$ cat src/hw/autoneg_np_pkg.sv
// constants for the auto-negotiation expansion and next-page register bank
// assumes a 16-bit register view placed in the low bits of a 32-bit wishbone word
`default_nettype none
package autoneg_np_pkg;
    localparam int REG_W = 16;
    localparam int ADDR_W = 8;
    // register indices; byte address is four times the index
    localparam logic [ADDR_W-1:0] IDX_EXP_STATUS = 8'h06;
    localparam logic [ADDR_W-1:0] IDX_NP_TX = 8'h07;
    localparam logic [ADDR_W-1:0] IDX_NP_RX = 8'h08;
    // expansion status fields
    localparam int EXP_LOC_VALID = 6;
    localparam int EXP_LOC_SEL = 5;
    localparam int EXP_PDF = 4;
    localparam int EXP_LP_NP = 3;
    localparam int EXP_LOC_NP = 2;
    localparam int EXP_PAGE_RX = 1;
    localparam int EXP_LP_AN = 0;
    // next-page fields
    localparam int NP_MORE = 15;
    localparam int NP_ACK = 14;
    localparam int NP_MSG = 13;
    localparam int NP_COMPLY = 12;
    localparam int NP_TOGGLE = 11;
    localparam int CODE_W = 11;
    localparam logic [CODE_W-1:0] CODE_NULL = 11'h001;
    localparam logic [REG_W-1:0] NP_RESET = 16'h2001;
    // software-writable bits of the transmit page
    localparam logic [REG_W-1:0] NP_TX_WMASK = 16'hB7FF;
endpackage
`default_nettype wire

$ cat src/hw/wb_word_reg.sv
// one register with byte enables and a mask of writable bits
// assumes write strobe is a single cycle, same clock
`default_nettype none
module wb_word_reg #(
    parameter int W = 16,
    parameter logic [W-1:0] RST = '0,
    parameter logic [W-1:0] WMASK = '1
) (
    input wire logic clk_i,
    input wire logic rst_i,
    input wire logic we_i,
    input wire logic [1:0] sel_i,
    input wire logic [W-1:0] wdat_i,
    input wire logic [W-1:0] hw_mask_i,
    input wire logic [W-1:0] hw_val_i,
    output logic [W-1:0] q_o
);
    logic [W-1:0] lane_m;
    logic [W-1:0] sw_m;
    logic [W-1:0] d;
    assign lane_m = {{(W/2){sel_i[1]}}, {(W/2){sel_i[0]}}};
    assign sw_m = we_i ? (lane_m & WMASK) : '0;
    // hardware updates outrank software on the same bit
    assign d = (hw_val_i & hw_mask_i) | (wdat_i & sw_m & ~hw_mask_i) | (q_o & ~sw_m & ~hw_mask_i);
    always_ff @(posedge clk_i) begin
        if (rst_i) begin
            q_o <= RST;
        end else begin
            q_o <= d;
        end
    end
endmodule
`default_nettype wire

$ cat src/hw/autoneg_next_page_regs.sv
// expansion status, next-page transmit and next-page receive registers
// assumes the negotiation engine drives status inputs on clk_i; page strobe is one cycle
`default_nettype none
module autoneg_next_page_regs
    import autoneg_np_pkg::*;
(
    input wire logic clk_i,
    input wire logic rst_i,
    input wire logic wb_cyc_i,
    input wire logic wb_stb_i,
    input wire logic wb_we_i,
    input wire logic [ADDR_W+1:0] wb_adr_i,
    input wire logic [3:0] wb_sel_i,
    input wire logic [31:0] wb_dat_i,
    output logic [31:0] wb_dat_o,
    output logic wb_ack_o,
    input wire logic parallel_detect_fault_i,
    input wire logic partner_next_page_capable_i,
    input wire logic partner_autoneg_capable_i,
    input wire logic local_ack_i,
    input wire logic page_rx_strobe_i,
    input wire logic [REG_W-1:0] page_rx_word_i,
    output logic [REG_W-1:0] tx_page_o
);
    //////////////////////////////////////////////////////////////////////
    logic ack_q;
    logic page_rx_q;
    logic toggle_q;
    logic [REG_W-1:0] rx_q;
    logic [REG_W-1:0] rd_data_q;
    wire logic req = wb_cyc_i & wb_stb_i & ~ack_q;
    wire logic [ADDR_W-1:0] idx = wb_adr_i[ADDR_W+1:2];
    wire logic hit_exp = idx == IDX_EXP_STATUS;
    wire logic hit_tx = idx == IDX_NP_TX;
    wire logic hit_rx = idx == IDX_NP_RX;
    wire logic wr_tx = req & wb_we_i & hit_tx;
    wire logic rd_exp = req & ~wb_we_i & hit_exp;
    wire logic [REG_W-1:0] exp_word;
    wire logic [REG_W-1:0] tx_q;
    wire logic [REG_W-1:0] rd_mux;
    wire logic [REG_W-1:0] tx_hw_mask;
    wire logic [REG_W-1:0] tx_hw_val;

    //////////////////////////////////////////////////////////////////////
    // reserved upper bits always zero
    assign exp_word = {9'h000, 1'b1, 1'b1, parallel_detect_fault_i, partner_next_page_capable_i,
                       1'b1, page_rx_q, partner_autoneg_capable_i};

    //////////////////////////////////////////////////////////////////////
    // hardware owns ack and toggle bits
    assign tx_hw_mask = (16'h0001 << NP_ACK) | (16'h0001 << NP_TOGGLE);
    assign tx_hw_val = ({15'h0000, local_ack_i} << NP_ACK) | ({15'h0000, toggle_q} << NP_TOGGLE);

    // writable transmit fields with reset values
    wb_word_reg #(
        .W(REG_W),
        .RST(NP_RESET),
        .WMASK(NP_TX_WMASK)
    ) u_tx_reg (
        .clk_i(clk_i),
        .rst_i(rst_i),
        .we_i(wr_tx),
        .sel_i(wb_sel_i[1:0]),
        .wdat_i(wb_dat_i[REG_W-1:0]),
        .hw_mask_i(tx_hw_mask),
        .hw_val_i(tx_hw_val),
        .q_o(tx_q)
    );
    assign tx_page_o = tx_q;

    //////////////////////////////////////////////////////////////////////
    // set wins over clear-on-read
    always_ff @(posedge clk_i) begin
        if (rst_i) begin
            page_rx_q <= 1'b0;
        end else if (page_rx_strobe_i) begin
            page_rx_q <= 1'b1;
        end else if (rd_exp) begin
            page_rx_q <= 1'b0;
        end
    end

    always_ff @(posedge clk_i) begin
        if (rst_i) begin
            toggle_q <= 1'b0;
        end else if (page_rx_strobe_i) begin
            toggle_q <= ~page_rx_word_i[NP_TOGGLE];
        end
    end

    always_ff @(posedge clk_i) begin
        if (rst_i) begin
            rx_q <= NP_RESET;
        end else if (page_rx_strobe_i) begin
            rx_q <= page_rx_word_i;
        end
    end

    //////////////////////////////////////////////////////////////////////
    // unmapped addresses read zero and still acknowledge, so a stray access never hangs
    assign rd_mux = hit_exp ? exp_word : hit_tx ? tx_q : hit_rx ? rx_q : 16'h0000;

    always_ff @(posedge clk_i) begin
        if (rst_i) begin
            ack_q <= 1'b0;
            rd_data_q <= 16'h0000;
        end else begin
            ack_q <= req;
            if (req) begin
                rd_data_q <= rd_mux;
            end
        end
    end
    assign wb_ack_o = ack_q;
    assign wb_dat_o = {16'h0000, rd_data_q};

    //////////////////////////////////////////////////////////////////////
    reserved_zero_a: assert property (@(posedge clk_i) disable iff (rst_i)
        ack_q && $past(hit_exp) && !$past(wb_we_i) |-> wb_dat_o[15:7] == 9'h000)
        else $error("reserved status bits not zero");
    const_ones_a: assert property (@(posedge clk_i) disable iff (rst_i)
        exp_word[EXP_LOC_VALID] && exp_word[EXP_LOC_SEL] && exp_word[EXP_LOC_NP])
        else $error("constant status bits not one");
    page_clear_a: assert property (@(posedge clk_i) disable iff (rst_i)
        rd_exp && !page_rx_strobe_i |=> !page_rx_q)
        else $error("page flag not cleared by read");
    page_set_a: assert property (@(posedge clk_i) disable iff (rst_i)
        page_rx_strobe_i |=> page_rx_q ##1 (page_rx_q || $past(rd_exp)))
        else $error("page flag lost");
    read_flag_a: assert property (@(posedge clk_i) disable iff (rst_i)
        rd_exp && page_rx_q |=> wb_ack_o && wb_dat_o[EXP_PAGE_RX])
        else $error("page flag not returned on read");
    toggle_inv_a: assert property (@(posedge clk_i) disable iff (rst_i)
        page_rx_strobe_i |=> ##1 tx_q[NP_TOGGLE] == !rx_q[NP_TOGGLE])
        else $error("toggle not inverted");
    rx_capture_a: assert property (@(posedge clk_i) disable iff (rst_i)
        page_rx_strobe_i |=> rx_q == $past(page_rx_word_i) && page_rx_q)
        else $error("receive page not captured with flag");
    tx_ack_ro_a: assert property (@(posedge clk_i) disable iff (rst_i)
        ##1 tx_q[NP_ACK] == $past(local_ack_i))
        else $error("ack bit not hardware driven");
    ack_once_a: assert property (@(posedge clk_i) disable iff (rst_i)
        wb_ack_o |=> !wb_ack_o)
        else $error("ack held two cycles");
    req_ack_a: assert property (@(posedge clk_i) disable iff (rst_i)
        req |=> wb_ack_o)
        else $error("request not acknowledged next cycle");
    // read data must carry the status levels seen at the taken edge
    fault_read_a: assert property (@(posedge clk_i) disable iff (rst_i)
        ack_q && $past(hit_exp) && !$past(wb_we_i) |-> wb_dat_o[EXP_PDF] == $past(parallel_detect_fault_i))
        else $error("fault bit not returned on read");
    lp_np_read_a: assert property (@(posedge clk_i) disable iff (rst_i)
        ack_q && $past(hit_exp) && !$past(wb_we_i) |-> wb_dat_o[EXP_LP_NP] == $past(partner_next_page_capable_i))
        else $error("partner next-page bit not returned on read");
    lp_an_read_a: assert property (@(posedge clk_i) disable iff (rst_i)
        ack_q && $past(hit_exp) && !$past(wb_we_i) |-> wb_dat_o[EXP_LP_AN] == $past(partner_autoneg_capable_i))
        else $error("partner autoneg bit not returned on read");
    more_write_a: assert property (@(posedge clk_i) disable iff (rst_i)
        wr_tx && wb_sel_i[1] |=> tx_q[NP_MORE] == $past(wb_dat_i[NP_MORE]))
        else $error("more-pages bit not written");
    msg_write_a: assert property (@(posedge clk_i) disable iff (rst_i)
        wr_tx && wb_sel_i[1] |=> tx_q[NP_MSG] == $past(wb_dat_i[NP_MSG]))
        else $error("message-page bit not written");
    comply_write_a: assert property (@(posedge clk_i) disable iff (rst_i)
        wr_tx && wb_sel_i[1] |=> tx_q[NP_COMPLY] == $past(wb_dat_i[NP_COMPLY]))
        else $error("comply bit not written");
    code_write_a: assert property (@(posedge clk_i) disable iff (rst_i)
        wr_tx && wb_sel_i[0] |=> tx_q[7:0] == $past(wb_dat_i[7:0]))
        else $error("code low byte not written");
    toggle_hold_a: assert property (@(posedge clk_i) disable iff (rst_i)
        !page_rx_strobe_i |=> $stable(toggle_q))
        else $error("toggle moved without a page");
    rx_hold_a: assert property (@(posedge clk_i) disable iff (rst_i)
        !page_rx_strobe_i |=> $stable(rx_q))
        else $error("receive page moved without a strobe");
endmodule
`default_nettype wire

$ cat config.mk
export PLATFORM = sky130hd
export DESIGN_NAME = autoneg_next_page_regs
export DESIGN_NICKNAME = d
export VERILOG_FILES = /design/src/hw/autoneg_np_pkg.sv /design/src/hw/wb_word_reg.sv /design/src/hw/autoneg_next_page_regs.sv
export SDC_FILE = /design/constraint.sdc
export NUM_CORES = 1
export LEC_CHECK = 0
export ABC_AREA = 1
export ABC_CLOCK_PERIOD_IN_PS = 4300
export BUFFER_PORTS_ARGS = -buffer_cell sky130_fd_sc_hd__buf_2
export CAP_MARGIN = 10
export CORE_MARGIN = 1.5
export CORE_UTILIZATION = 50
export DETAILED_ROUTE_END_ITERATION = 10
export GPL_TIMING_DRIVEN = 1
export PLACE_DENSITY = 0.85
export SETUP_SLACK_MARGIN = 0.2
export SLEW_MARGIN = 20
export SYNTH_ARGS = -nofsm -noshare
export SYNTH_HDL_FRONTEND = slang
export SYNTH_HIERARCHICAL = 1
export SYNTH_SLANG_ARGS = --single-unit
$ cat constraint.sdc
create_clock -name clk_i -period 4.3 [get_ports clk_i]
set_input_delay 0.86 -clock clk_i [delete_from_list [all_inputs] [get_ports clk_i]]
set_output_delay 0.86 -clock clk_i [all_outputs]
set_load 0.01 [all_outputs]
After elaboration in Yosys (flattened, before gate mapping)
Index checks and enable logic that the tools add are counted.
{"block": "classes", "n_addsub": 0, "n_mul": 0, "n_div": 0, "order_cmp": 0, "eq_ne": 3, "n_shift": 0, "n_mux": 6, "bitwise": 15, "reduce_logical": 1}
{"op": "$mux W16", "count": 4}
{"op": "$and A16 B16 Y16", "count": 2}
{"op": "$eq A8 B3 Y1 const B", "count": 2}
{"op": "$not A16 Y16", "count": 1}
{"op": "$or A15 B16 Y16", "count": 1}
{"op": "$or A16 B16 Y16", "count": 1}
{"op": "$or A15 B12 Y15", "count": 1}
{"op": "$eq A8 B4 Y1 const B", "count": 1}
{"op": "$and A1 B1 Y1", "count": 6}
{"op": "$not A1 Y1", "count": 3}
{"op": "$mux W1", "count": 2}
{"op": "$reduce_bool A2 Y1", "count": 1}
{"block": "totals", "register_bits": 51, "latchBits": 0, "mem_bits_rw": 0, "romBits": 0, "input_bits": 72, "wordCells": 31, "mem_count": 0}

Depth between registers and ports, before layout
{"block": "logic_depth", "depth_word": 8, "depth_mapped": 11, "depth_no_buf": 10}

By module
The synthesis kept the hierarchy.
{"module": "autoneg_next_page_regs", "n_inst": 1, "cells_each": 239, "area_per_inst_um2": 1699.1, "seq_area_each_um2": 700.7}
{"module": "wb_word_reg", "n_inst": 1, "cells_each": 136, "area_per_inst_um2": 903.4, "seq_area_each_um2": 320.3}

Worst setup path after synthesis
No wires, ideal clock.
{"block": "synth_path", "path_type": "input to register", "startpoint": "input port wb_cyc_i", "endpoint": "register u_tx_reg.q_o[10]", "t_arrival_ns": 1.989, "required_time_ns": 4.186, "slack_ns": 2.197, "path_stages": 10, "cell_sequence": "nand2_1 > nor2_4 > inv_2 > buf_2 > nor3_1 > buf_6 > buf_6 > nand3_1 > nand2_1 > a21oi_2"}
{"block": "synth_via", "elab_chain_cells": 8}
{"item": "start: declaration", "line_no": "autoneg_next_page_regs.sv:9", "text": "input wire logic wb_cyc_i,"}
{"item": "$and A1 B1 Y1 (*) (2 in series)", "line_no": "autoneg_next_page_regs.sv:31", "text": "wire logic req = wb_cyc_i & wb_stb_i & ~ack_q;"}
{"item": "$and A1 B1 Y1 (*) (2 in series)", "line_no": "autoneg_next_page_regs.sv:36", "text": "wire logic wr_tx = req & wb_we_i & hit_tx;"}
{"item": "via wr_tx", "line_no": "autoneg_next_page_regs.sv:36"}
{"item": "$mux W16 (*)", "line_no": "wb_word_reg.sv:22", "text": "assign sw_m = we_i ? (lane_m & WMASK) : '0;"}
{"item": "$and A16 B16 Y16 or $not A16 Y16 (tied branches)", "line_no": "wb_word_reg.sv:24", "text": "assign d = (hw_val_i & hw_mask_i) | (wdat_i & sw_m & ~hw_mask_i) | (q_o & ~sw_m & ~hw_mask_i);"}
{"item": "$or A15 B16 Y16 or $and A16 B16 Y16 (tied branches)", "line_no": "wb_word_reg.sv:24"}
{"item": "$or A16 B16 Y16 (*)", "line_no": "wb_word_reg.sv:24"}
{"item": "end signal: assignment", "line_no": "wb_word_reg.sv:27", "text": "q_o <= RST;"}
{"item": "end signal: assignment", "line_no": "wb_word_reg.sv:29", "text": "q_o <= d;"}
{"item": "end: declaration", "line_no": "wb_word_reg.sv:16", "text": "output logic [W-1:0] q_o"}
The timed path passes the listed nets; every way through them passes the cells marked *.
A chain may end at the register's enable or synchronous reset.

Worst setup path after layout
{"block": "layout_path", "startpoint": "input port wb_cyc_i", "endpoint": "register u_tx_reg.q_o[4]"}
The elaborated chain is that of the path after synthesis.

==> run summary <==
Final Hold Vio Count: 0
status: finished clean
CP Cell Sequence: buf_2 -> nand2_1 -> nor2_4 -> inv_2 -> nor3_1 -> buf_4 -> nand2_2 -> nand2_1 -> nand3b_1 -> nand2_1 -> inv_1
Layout Utilization: 0.628
# rows: 26
HPWL after DPL: 4580 um
r2r setup slk: 2.26 ns
Slew @ Worst Pin: 0.662 ns
GRT Overall Usage: 0.229
Die W: 75.1 um
Async SR Flop Fraction: 0
relative slew slack: 0.558
I/O pin cnt: 121
RePlAce Congestion: 0.825
WP data arrival: 2.58 ns
EDFF count, synth: 0
Setup Skew: 0.0132 ns
initial antenna violation count: 0
Vert. Die Dim: 75.1 um
# setup viols final: 0
VDD IR max: 0.000188 V
Remaining Overflow, GRT: 0
Nets: 555
most used cell, CP: nand2_1
CP top delay family: simple AND/OR/NAND/NOR gates
n_diodes: 0
Die Footprint: 5650 um^2
Routed Antenna Nets: 0
commonest non-fill, non-tap cell in the layout: buf_2
Worst Setup SP: wb_cyc_i
Max Slew Vio Count: 0
post-synth cell types: 23
slowest CP cell: nor2_4
routed vias/inst: 4.74
Buf+Inv Stages, Crit Path: 4
FMAX: 422 MHz
CP max stage delay: 0.37 ns
Synth warnings: 6
Initial Utilization: 0.513
Initial DRC Count: 172
worst r2r src: wb_ack_o$_SDFF_PP0_
hold buffers post-CTS: 0
Clock Sinks: 51
CTS buffer count: 5
vias in the first global route: 2,394
H-tree levels: 2
layout cells sized above 1: 0.244
worst min-delay path category: reg2reg
Tcrit/Tclk final: 0.551
vias: 2,628
Synth Register Bits: 51
Critical Path End Type: flop
largest net degree at the start of global routing: 25
minimum clock period: 2.37 ns
Worst Setup EP: u_tx_reg/q_o[4]$_SDFF_PP0_
final WL: 6170 um
hold depth: 2
post-cts sizing count: 0
largest fanout on the critical path: 19
PD cells: 311 nW/um^2
post-synthesis sequential area ratio: 0.392
critical path class: in2reg
CP Launch Type: input pin
multi-input logic area: 1310 um^2
Skew-Pair Late Insertion Delay: 0.32 ns
CTS Root Cell: clkbuf_8
FF+latch area: 1020 um^2
FF-to-FF path depth: 9
Worst EP required: 4.51 ns
commonest cells after routing, fill and taps aside: 82 x buf_2, 73 x nand2_1, 58 x inv_1
max_cap viols: 0
leakage: 1.62 nW
Post-Synthesis Cell Area: 2600 um^2
critical path depth in cells: 11
Synth Flop Type: dfxtp_1
Avg Cell Area, Syn: 6.94 um^2
DRC violations left: 0
Wirelength per Cell: 11.1 um
RSZ-0062 raised after global routing: false
# fillers: 482
final setup TNS: 0 ns
final hold slack: 0.464 ns
Worst Hold Launch: rx_q[7]$_SDFFE_PP0P_
clock transition at the registers of the reported paths: 0.09 ns
Post-CTS Setup Inserts: 0
TritonRoute pass-1 iters: 5
r2r endpoint: u_tx_reg/q_o[4]$_SDFF_PP0_
core area: 5070 um^2
Gate Count Post-Synth: 375
global-route wire length before repair: 9800 um
Syn-to-layout area delta: 22.5%
input/output buffers: 82
Max Root-Sink Buffers: 2
CTS tree: done
state kept, by name, indices dropped and copies added (netlist names), named ones only:
signal	cells
rd_data_q	16
u_tx_reg/q_o	14
page_rx_q	1
wb_ack_o	1
toggle_q	1
rx_q	16
area by class of cell:
type / instances / area share
repair buffers: 83 / 0.131
inverters: 62 / 0.0730
well taps: 70 / 0.0275
clock inverters: 3 / 0.0149
clock buffers: 5 / 0.0216
multi-input cells: 280 / 0.412
flip-flops and latches: 51 / 0.320
worst register-to-register path, stage by stage, from the launching register on:
cell and delay, ns:
dfxtp_1 0.34, nor2_4 0.39, inv_2 0.23, nor3_1 0.26, buf_4 0.26, nand2_2 0.17
nand2_1 0.10, nand3b_1 0.07, nand2_1 0.07, inv_1 0.04
routing by layer:
| metal | vias to the layer above | wire length, um | global-route usage |
|---|---|---|---|
| li1 | 1334 | - | - |
| met1 | 1162 | 2480 | 0.250 |
| met2 | 115 | 3130 | 0.426 |
| met3 | 17 | 452 | 0.0522 |
| met4 | 0 | 107 | 0.0913 |
| met5 | - | 0 | 0 |
cells by family after synthesis:
| kind of cell | synth area share |
|---|---|
| other | 0.00289 |
| buffers and inverters | 0.174 |
| flip-flops | 0.392 |
| AND/OR/NAND/NOR | 0.260 |
| AO/OA/AOI/OAI | 0.171 |
how the worst min path moves through the flow:
stage	end	slack [ns]
after global placement	rx_q[13]$_SDFFE_PP1P_	0.44
after CTS	flop	0.46
after detailed placement	flop	0.45
after floorplan	flop	0.42
final	rx_q[7]$_SDFFE_PP0P_	0.46
after global routing	rd_data_q[14]$_SDFFE_PP0P_	0.49
stage by stage:
stage | worst slack [ns] | power [mW] | area (um^2) | std cells
floorplan | 2.20 | 0.616 | 2790 | 424
global placement | 1.73 | 0.649 | 3070 | 546
detailed placement | 1.68 | 0.654 | 3070 | 546
CTS | 1.96 | 0.994 | 3190 | 554
global route | 1.85 | 1.04 | 3190 | 554
finish | 1.93 | 0.991 | 3190 | 554
cell usage after synthesis, types with 2 or more instances:
cell type | number | area (um^2)
o21ai_1 | 6 | 30.0
buf_2 | 5 | 25.0
nor2_1 | 17 | 63.8
inv_2 | 4 | 15.0
nor2_4 | 2 | 22.5
nand4_1 | 2 | 12.5
nand2_2 | 6 | 37.5
conb_1 | 2 | 7.51
clkbuf_1 | 4 | 15.0
nand3_1 | 44 | 220
buf_6 | 4 | 45.0
buf_4 | 18 | 135
a21oi_1 | 31 | 155
o21ai_0 | 31 | 155
nor2_2 | 2 | 12.5
a21oi_2 | 11 | 96.3
nand2_1 | 73 | 274
dfxtp_1 | 51 | 1020
inv_1 | 58 | 218
report_power, final:
part / total (mW) / switching [mW] / internal [mW]
clock: 0.346 / 0.169 / 0.177
sequential: 0.512 / 0.0155 / 0.496
combinational: 0.133 / 0.0842 / 0.0493
Note: power is estimated with default switching activity, not from simulation.
